File: config.mk
export PLATFORM = sky130hd
export DESIGN_NAME = adc_conversion_sequencer
export DESIGN_NICKNAME = d
export VERILOG_FILES = /design/src/pkg/adc_seq_pkg.sv /design/src/rtl/adc_conversion_sequencer.sv
export SDC_FILE = /design/constraint.sdc
export NUM_CORES = 1
export LEC_CHECK = 0
export BUFFER_PORTS_ARGS = -buffer_cell sky130_fd_sc_hd__buf_4
export CAP_MARGIN = 40
export CORE_ASPECT_RATIO = 2
export CORE_UTILIZATION = 55
export DETAILED_ROUTE_END_ITERATION = 8
export GPL_TIMING_DRIVEN = 1
export PLACE_DENSITY = 0.85
export SLEW_MARGIN = 20
export SYNTH_ARGS = -nofsm -noshare
export SYNTH_HDL_FRONTEND = slang
export SYNTH_SLANG_ARGS = --single-unit
File: constraint.sdc
create_clock -name clk_i -period 9.35 [get_ports clk_i]
set_input_delay 1.87 -clock clk_i [delete_from_list [all_inputs] [get_ports clk_i]]
set_output_delay 1.87 -clock clk_i [all_outputs]
set_load 0.02 [all_outputs]
File: src/pkg/adc_seq_pkg.sv
// Purpose: Shared constants and types of the conversion sequencer
// Assumes: 125 MHz bus clock, 8-bit register port
// Notes:   Register offsets are word indices on the plain port
`default_nettype none

package adc_seq_pkg;

    // Timing
    localparam int CLK_PERIOD_NS   = 8;
    localparam int ASYNC_START_NS  = 5000;
    localparam int ASYNC_START_CYC = (ASYNC_START_NS + CLK_PERIOD_NS - 1) / CLK_PERIOD_NS;
    localparam int BUS_OVH_CYC     = 5;
    localparam int SETUP_CONVERTER_CLOCK      = 3;
    localparam int SAMPLE_SHORT    = 3;
    localparam int SAMPLE_LONG     = 23;
    localparam int SAR_8BIT        = 14;
    localparam int SAR_10BIT       = 17;
    localparam int CNT_W           = 10;

    // Register offsets
    localparam logic [2:0] ADDR_CS1 = 3'h0;
    localparam logic [2:0] ADDR_CS2 = 3'h1;
    localparam logic [2:0] ADDR_RH  = 3'h2;
    localparam logic [2:0] ADDR_RL  = 3'h3;
    localparam logic [2:0] ADDR_CVH = 3'h4;
    localparam logic [2:0] ADDR_CVL = 3'h5;
    localparam logic [2:0] ADDR_CFG = 3'h6;

    // Field codes and reset values
    localparam logic [4:0] CHAN_OFF   = 5'h1F;
    localparam logic [1:0] MODE_10BIT = 2'h2;
    localparam logic [1:0] CLK_BUS    = 2'h0;
    localparam logic [1:0] CLK_BUS2   = 2'h1;
    localparam logic [1:0] CLK_ALT    = 2'h2;
    localparam logic [1:0] CLK_ASYNC  = 2'h3;

    typedef struct packed {
        logic       irq_en;
        logic       cont;
        logic [4:0] chan;
    } cs1_s;

    typedef struct packed {
        logic hw_trig;
        logic cmp_en;
        logic cmp_gt;
        logic [3:0] rsvd;
    } cs2_s;

    typedef struct packed {
        logic       low_power;
        logic [1:0] div;
        logic       long_sample;
        logic [1:0] mode;
        logic [1:0] clk_sel;
    } conv_cfg_s;

    localparam cs1_s      CS1_RST = '{irq_en: 1'b0, cont: 1'b0, chan: CHAN_OFF};
    localparam cs2_s      CS2_RST = '0;
    localparam conv_cfg_s CFG_RST = '0;

    typedef enum logic [2:0] {
        S_IDLE,
        S_WAKE,
        S_SETUP,
        S_SAMPLE,
        S_SAR
    } seq_e;

endpackage

`default_nettype wire

File: src/rtl/adc_conversion_sequencer.sv
// Purpose: Control logic of a successive-approximation converter
// Assumes: Synchronous inputs, one bus clock, plain register port
// Notes:   Analog front end outside; it returns an 11-bit raw value
//
// Design decisions made here: the register addresses and the plain strobed port.
`timescale 1ns/1ps
`default_nettype none

module adc_conversion_sequencer
    import adc_seq_pkg::*;
#(
    parameter int ASYNC_DIV = 4
) (
    // Clock, reset, enable
    input  wire logic        clk_i,
    input  wire logic        sys_rst_i,
    input  wire logic        ce_i,
    // Register port
    input  wire logic [2:0]  addr_i,
    input  wire logic [7:0]  wdata_i,
    input  wire logic        wr_i,
    input  wire logic        rd_i,
    output logic      [7:0]  rdata_o,
    // Trigger, clock and power inputs
    input  wire logic        hw_conv_trigger_i,
    input  wire logic        alt_clk_tick_i,
    input  wire logic        stop_i,
    // Analog core
    input  wire logic [10:0] conv_raw_i,
    output logic      [4:0]  channel_o,
    output logic             conv_enable_o,
    output logic             sample_o,
    output logic             sar_run_o,
    output logic             async_clk_en_o,
    output logic             low_power_o,
    // Status
    output logic             conv_active_o,
    output logic             complete_irq_o
);

    ////////////////////////////////////////////////////////////////////////
    // Register strobes and control registers

    cs1_s      cs1_ff;
    cs2_s      cs2_ff;
    conv_cfg_s cfg_ff;
    logic [1:0] cvh_ff;
    logic [7:0] cvl_ff;
    logic       flag_ff;
    logic       block_ff;
    logic       trig_ff;
    logic [9:0] res_ff;
    seq_e       state_ff;
    seq_e       nxt_state;
    logic [CNT_W-1:0] cnt_ff;
    logic [CNT_W-1:0] nxt_cnt;
    logic       first_ff;
    logic       nxt_first;

    logic wr_cs1;
    logic cfg_wr;
    logic rd_rh;
    logic rd_rl;
    cs1_s new_cs1;
    logic sw_go;

    assign wr_cs1  = ce_i && wr_i && (addr_i == ADDR_CS1);
    assign cfg_wr  = ce_i && wr_i && ((addr_i == ADDR_CS2) || (addr_i == ADDR_CFG)
                     || (addr_i == ADDR_CVH) || (addr_i == ADDR_CVL));
    assign rd_rh   = ce_i && rd_i && (addr_i == ADDR_RH);
    assign rd_rl   = ce_i && rd_i && (addr_i == ADDR_RL);
    assign new_cs1 = cs1_s'(wdata_i[6:0]);
    assign sw_go   = wr_cs1 && (new_cs1.chan != CHAN_OFF) && !cs2_ff.hw_trig;

    always_ff @(posedge clk_i) begin
        if (sys_rst_i) begin
            cs1_ff <= CS1_RST;
            cs2_ff <= CS2_RST;
            cfg_ff <= CFG_RST;
            cvh_ff <= '0;
            cvl_ff <= '0;
        end else if (ce_i && wr_i) begin
            unique case (addr_i)
                ADDR_CS1: cs1_ff <= new_cs1;
                ADDR_CS2: cs2_ff <= cs2_s'({wdata_i[6:4], 4'h0});
                ADDR_CFG: cfg_ff <= conv_cfg_s'(wdata_i);
                ADDR_CVH: cvh_ff <= wdata_i[1:0];
                ADDR_CVL: cvl_ff <= wdata_i;
                default:  ;
            endcase
        end
    end

    ////////////////////////////////////////////////////////////////////////
    // Converter clock: source select then divider

    logic       half_ff;
    logic [7:0] async_cnt_ff;
    logic [2:0] div_cnt_ff;
    logic       src_tick;
    logic       converter_clock_tick;
    logic       is_async;
    logic [2:0] div_last;

    assign is_async       = (cfg_ff.clk_sel == CLK_ASYNC);
    assign async_clk_en_o = is_async && (state_ff != S_IDLE);
    assign div_last       = 3'((4'h1 << cfg_ff.div) - 4'h1);

    always_comb begin
        unique case (cfg_ff.clk_sel)
            CLK_BUS:   src_tick = 1'b1;
            CLK_BUS2:  src_tick = half_ff;
            CLK_ALT:   src_tick = alt_clk_tick_i;
            CLK_ASYNC: src_tick = async_clk_en_o && (async_cnt_ff == 8'(ASYNC_DIV - 1));
        endcase
    end

    assign converter_clock_tick = src_tick && (div_cnt_ff == div_last);

    always_ff @(posedge clk_i) begin
        if (sys_rst_i) begin
            half_ff <= 1'b0;
        end else if (ce_i) begin
            half_ff <= !half_ff;
        end
    end

    // The internal generator only runs while a conversion needs it
    always_ff @(posedge clk_i) begin
        if (sys_rst_i || !async_clk_en_o) begin
            async_cnt_ff <= '0;
        end else if (ce_i) begin
            async_cnt_ff <= (async_cnt_ff == 8'(ASYNC_DIV - 1)) ? 8'h00 : async_cnt_ff + 8'h01;
        end
    end

    always_ff @(posedge clk_i) begin
        if (sys_rst_i || state_ff == S_IDLE) begin
            div_cnt_ff <= '0;
        end else if (ce_i && src_tick) begin
            div_cnt_ff <= (div_cnt_ff == div_last) ? 3'h0 : div_cnt_ff + 3'h1;
        end
    end

    ////////////////////////////////////////////////////////////////////////
    // Result rounding and compare

    logic        mode10;
    logic [9:0]  r10;
    logic [7:0]  r8;
    logic [9:0]  res_now;
    logic [9:0]  cv;
    logic [9:0]  diff;
    logic        cmp_ok;
    logic        cmp_fail;
    logic [9:0]  store;

    assign mode10 = (cfg_ff.mode == MODE_10BIT);
    // Saturate so rounding never wraps a full-scale code to zero
    assign r10 = (&conv_raw_i[10:1]) ? conv_raw_i[10:1]
                                     : conv_raw_i[10:1] + 10'(conv_raw_i[0]);
    assign r8  = (&conv_raw_i[10:3]) ? conv_raw_i[10:3]
                                     : conv_raw_i[10:3] + 8'(conv_raw_i[2]);
    assign res_now  = mode10 ? r10 : {2'h0, r8};
    assign cv       = mode10 ? {cvh_ff, cvl_ff} : {2'h0, cvl_ff};
    assign diff     = res_now + (~cv + 10'h001);
    assign cmp_ok   = cs2_ff.cmp_gt ? (res_now >= cv) : (res_now < cv);
    assign cmp_fail = cs2_ff.cmp_en && !cmp_ok;
    assign store    = cs2_ff.cmp_en ? (mode10 ? diff : {2'h0, diff[7:0]}) : res_now;

    ////////////////////////////////////////////////////////////////////////
    // Conversion sequencer

    logic trig_rise;
    logic hw_go;
    logic stop_abort;
    logic abort;
    logic sar_end;
    logic do_xfer;
    logic do_block;
    logic [CNT_W-1:0] wake_len;
    logic [CNT_W-1:0] samp_len;
    logic [CNT_W-1:0] sar_len;

    assign trig_rise  = hw_conv_trigger_i && !trig_ff;
    assign hw_go      = ce_i && cs2_ff.hw_trig && trig_rise && (state_ff == S_IDLE)
                        && (cs1_ff.chan != CHAN_OFF);
    assign stop_abort = ce_i && stop_i && !is_async && (state_ff != S_IDLE);
    assign abort      = cfg_wr || stop_abort || (wr_cs1 && !sw_go);
    assign sar_end    = ce_i && (state_ff == S_SAR) && converter_clock_tick && (cnt_ff == '0) && !abort
                        && !wr_cs1;
    assign do_xfer    = sar_end && !cmp_fail && !block_ff;
    assign do_block   = sar_end && !cmp_fail && block_ff;
    assign wake_len   = CNT_W'(BUS_OVH_CYC - 1) + (is_async ? CNT_W'(ASYNC_START_CYC) : '0);
    assign samp_len   = cfg_ff.long_sample ? CNT_W'(SAMPLE_LONG - 1) : CNT_W'(SAMPLE_SHORT - 1);
    assign sar_len    = mode10 ? CNT_W'(SAR_10BIT - 1) : CNT_W'(SAR_8BIT - 1);

    always_comb begin
        nxt_state = state_ff;
        nxt_cnt   = cnt_ff;
        nxt_first = first_ff;
        if (abort) begin
            nxt_state = S_IDLE;
        end else if (sw_go || hw_go) begin
            nxt_state = S_WAKE;
            nxt_cnt   = wake_len;
            nxt_first = 1'b1;
        end else if (ce_i) begin
            unique case (state_ff)
                S_IDLE: ;
                S_WAKE: begin
                    if (cnt_ff == '0) begin
                        nxt_state = S_SETUP;
                        nxt_cnt   = CNT_W'(SETUP_CONVERTER_CLOCK - 1);
                    end else begin
                        nxt_cnt = cnt_ff - 1'b1;
                    end
                end
                S_SETUP, S_SAMPLE: begin
                    if (converter_clock_tick && cnt_ff == '0) begin
                        nxt_state = (state_ff == S_SETUP) ? S_SAMPLE : S_SAR;
                        nxt_cnt   = (state_ff == S_SETUP) ? samp_len : sar_len;
                    end else if (converter_clock_tick) begin
                        nxt_cnt = cnt_ff - 1'b1;
                    end
                end
                S_SAR: begin
                    if (sar_end) begin
                        // Blocking forces a retry; a failed single compare just stops
                        if (cs1_ff.cont || do_block) begin
                            nxt_state = S_SAMPLE;
                            nxt_cnt   = samp_len;
                            nxt_first = 1'b0;
                        end else begin
                            nxt_state = S_IDLE;
                        end
                    end else if (converter_clock_tick) begin
                        nxt_cnt = cnt_ff - 1'b1;
                    end
                end
            endcase
        end
    end

    always_ff @(posedge clk_i) begin
        if (sys_rst_i) begin
            state_ff <= S_IDLE;
            cnt_ff   <= '0;
            first_ff <= 1'b0;
        end else begin
            state_ff <= nxt_state;
            cnt_ff   <= nxt_cnt;
            first_ff <= nxt_first;
        end
    end

    always_ff @(posedge clk_i) begin
        if (sys_rst_i) begin
            trig_ff <= 1'b0;
        end else if (ce_i) begin
            trig_ff <= hw_conv_trigger_i;
        end
    end

    ////////////////////////////////////////////////////////////////////////
    // Result, flag and blocking

    always_ff @(posedge clk_i) begin
        if (sys_rst_i) begin
            res_ff <= '0;
        end else if (do_xfer) begin
            res_ff <= store;
        end
    end

    // A transfer in the same cycle as a clearing access keeps the flag set
    always_ff @(posedge clk_i) begin
        if (sys_rst_i) begin
            flag_ff <= 1'b0;
        end else if (do_xfer) begin
            flag_ff <= 1'b1;
        end else if (wr_cs1 || rd_rl) begin
            flag_ff <= 1'b0;
        end
    end

    always_ff @(posedge clk_i) begin
        if (sys_rst_i) begin
            block_ff <= 1'b0;
        end else if (rd_rl) begin
            block_ff <= 1'b0;
        end else if (rd_rh && mode10) begin
            block_ff <= 1'b1;
        end
    end

    always_ff @(posedge clk_i) begin
        if (sys_rst_i) begin
            rdata_o <= '0;
        end else if (ce_i) begin
            rdata_o <= '0;
            if (rd_i) begin
                unique case (addr_i)
                    ADDR_CS1: rdata_o <= {flag_ff, cs1_ff};
                    ADDR_CS2: rdata_o <= {state_ff != S_IDLE, cs2_ff};
                    ADDR_RH:  rdata_o <= {6'h00, res_ff[9:8]};
                    ADDR_RL:  rdata_o <= res_ff[7:0];
                    ADDR_CVH: rdata_o <= {6'h00, cvh_ff};
                    ADDR_CVL: rdata_o <= cvl_ff;
                    ADDR_CFG: rdata_o <= cfg_ff;
                    default:  rdata_o <= '0;
                endcase
            end
        end
    end

    ////////////////////////////////////////////////////////////////////////
    // Outputs

    assign channel_o      = cs1_ff.chan;
    assign conv_enable_o  = (cs1_ff.chan != CHAN_OFF);
    assign sample_o       = (state_ff == S_SAMPLE);
    assign sar_run_o      = (state_ff == S_SAR);
    assign low_power_o    = cfg_ff.low_power;
    assign conv_active_o  = (state_ff != S_IDLE);
    assign complete_irq_o = flag_ff && cs1_ff.irq_en;
endmodule

`default_nettype wire

==> impl_metrics.env <==
export IMPL_wl_per_cell_um=20.6
export IMPL_final_net_count=709
export IMPL_cts_root_buffer="clkbuf_16"
export IMPL_port_buffers=49
export IMPL_clock_latency_ps=340
export IMPL_drt_vias_per_instance=6.50
export IMPL_overflow=0
export IMPL_grt_pass1_wl_um=24500
export IMPL_ir_drop_mv=0.104
export IMPL_antenna_found_initial=0
export IMPL_gp_congestion=0.946
export IMPL_crit_arrival_ps=5590
export IMPL_synth_edff_count=0
export IMPL_yosysMostFrequentCell="nor2_1"
export IMPL_place_area_um2=5380
export IMPL_max_cap_viol_count=0
export IMPL_fin_skew_ps=7.46
export IMPL_yosysTopAreaCellShare_pct=29.4
export IMPL_cts_inserted_buffers=9
export IMPL_die_area_um2=9570
export IMPL_seqPwrFrac_pct=38.9
export IMPL_htree_num_levels=3
export IMPL_critical_path_required_ps=9600
export IMPL_layout_worst_path_cycle_share_pct=57.2
export IMPL_first_pass_iters=5
export IMPL_drive_gt1_share_pct=13.7
export IMPL_rsz0062_at_grt="no"
export IMPL_hold_class="reg2reg"
export IMPL_floorplan_initialDensity_pct=56.3
export IMPL_setup_viol=0
export IMPL_tightest_slew_ps=798
export IMPL_ys_top_cells_by_count="82 x nor2_1, 74 x dfxtp_1, 53 x nand2_1"
export IMPL_cellPowerDensity_nw_per_um2=147
export IMPL_dp_hpwl_um=12000
export IMPL_drv_slew=0
export IMPL_drt_iter0_drc=363
export IMPL_rows=49
export IMPL_p_leak_nw=2.09
export IMPL_cts_sinks=74
export IMPL_cts_setup_buffers=0
export IMPL_ant_nets=0
export IMPL_end_kind="register"
export IMPL_drc=0
export IMPL_areaGrowthSynthToFinish_pct=13.0
export IMPL_worst_setup_path_start_kind="input pin"
export IMPL_whs_ps=464
export IMPL_fp_dieH_um=137
export IMPL_p_sw_share_pct=27.7
export IMPL_yosys_top_cells_area="dfxtp_1 29%, mux2i_1 6.8%, nor2_1 6.1%"
export IMPL_synth_cell_type_count=72
export IMPL_syn_area_per_cell_um2=7.95
export IMPL_async_flop_share_pct=0
export IMPL_cts_resized=0
export IMPL_power_switching_mw=0.232
export IMPL_final_hold_violation_count=0
export IMPL_slew_limit_headroom_pct=46.5
export IMPL_antennaDiodeCount=0
export IMPL_vias=4989
export IMPL_hold_buffers=0
export IMPL_cts_buffer_depth=2
export IMPL_fmax_mhz=187
export IMPL_synth_cell_area_um2=5040
export IMPL_p_int_mw=0.605
export IMPL_crit_type="in2reg"
export IMPL_ios=50
export IMPL_synth_seq_cells=74
export IMPL_combinationalPowerShare_pct=16.6
export IMPL_pwr_share_clk_pct=44.4
export IMPL_tritoncts="built"
export IMPL_status="completed"
export IMPL_synth_flop_cell="dfxtp_1"
export IMPL_fp_dieW_um=69.7
export IMPL_yosysWarnings=0
export IMPL_finalSetupTns_ps=0
export IMPL_track_usage_pct=33.0
export IMPL_syn_nets=682
export IMPL_path_clk_slew_ps=60
export IMPL_synth_top_area_cell="dfxtp_1"
export IMPL_grt_pass1_vias=4928
export IMPL_synthCells=634
export IMPL_design_area_um2=5690
export IMPL_core_area_um2=8950
export IMPL_period_needed_ps=5350
export IMPL_wl_um=15800
export IMPL_crit_path_max_fanout=13
export IMPL_grt_max_degree=58
export IMPL_yosysSeqAreaShare_pct=29.4
## registers in the layout, summed over array words and instances (netlist names), 3 cells and up
register and cells:
cnt_ff 10, res_ff 10, async_cnt_ff 8, cvl_ff 8, rdata_o 8, cfg_ff 7, channel_o 5, cs2_ff 3
div_cnt_ff 3, state_ff 3
## worst paths after layout
| check | start | end | slack, ps | cells past startpoint |
|---|---|---|---|---|
| max | conv_raw_i[5] | res_ff[3] | 4000 | 15 |
| max reg2reg | cfg_ff[3] | res_ff[3] | 5360 | 12 |
| min | rdata_o[1] | rdata_o[1] | 460 | 2 |
| min reg2reg | rdata_o[1] | rdata_o[1] | 460 | 2 |
## power groups by stage
stage	logic [mW]	clock network [mW]	registers (mW)
2_1_floorplan	0.0929	0	0.332
3_3_place_gp	0.131	0	0.332
3_5_place_dp	0.135	0	0.333
4_1_cts	0.136	0.374	0.326
5_1_grt	0.151	0.388	0.326
6_report	0.139	0.372	0.326
## critical path, stage by stage
cell and delay [ps]:
buf_4 120, nand4_1 200, o31ai_1 570, nor2_1 100, xnor2_1 150, a22oi_1 120, ha_1 410, nand4_1 130
o31ai_1 270, a211oi_1 120, o311ai_2 450, nor3b_2 570, buf_6 220, nor2_1 50, a311oi_1 220
## metal layers
metal / vias up / GRT usage, % / wire length (µm)
li1: 2372 / - / -
met5: - / 0 / 0
met4: 0 / 30.4 / 1430
met2: 183 / 61.3 / 8320
met1: 2349 / 29.7 / 5370
met3: 85 / 6.07 / 638
## cells in the final DEF, fill, tap and decap left out, types with 9 or more instances in the layout
cell type and instances:
xnor2_1 17, clkbuf_16 9, inv_1 22, xor2_1 10, nor2_1 82, buf_4 50, dfxtp_1 74, nand2_1 53
o21ai_0 27, mux2i_1 34, a211oi_1 15, nor3_1 21, a21oi_1 38, nand3_1 24, ha_1 17, nor2b_1 9
and3_1 11, a22oi_1 16, nand4_1 14
## cell type report
cell class,count,area (µm²)
clock buffer,9,225
clock inverter,6,90.1
fill,798,3260
inverter,24,91.3
multi-input combinational,499,3270
sequential,74,1480
tap,102,128
timing repair buffer,53,409
## per-stage QoR
step / utilization, % / worst slack (ps) / power, mW / std cells
after floorplan: - / 4240 / 0.425 / 634
after global placement: 59.6 / 3540 / 0.464 / 748
after detailed placement: 60.1 / 3670 / 0.468 / 752
after CTS: 63.6 / 4030 / 0.835 / 767
after global routing: 63.6 / 3640 / 0.865 / 767
final: 63.6 / 4000 / 0.837 / 767
## logic make-up (layout without fill, tap and decap cells)
kind of cell,after synthesis,after routing,synth area share [%]
AO/OA/AOI/OAI,163,163,22.6
XOR/XNOR,27,27,4.69
adder cells (fa/ha/maj),18,18,4.62
buffers and inverters,61,92,5.76
flip-flops,74,74,29.4
multiplexers,39,39,7.87
AND/OR/NAND/NOR,252,252,25.1
No activity file was read; power rests on OpenSTA's default activity.
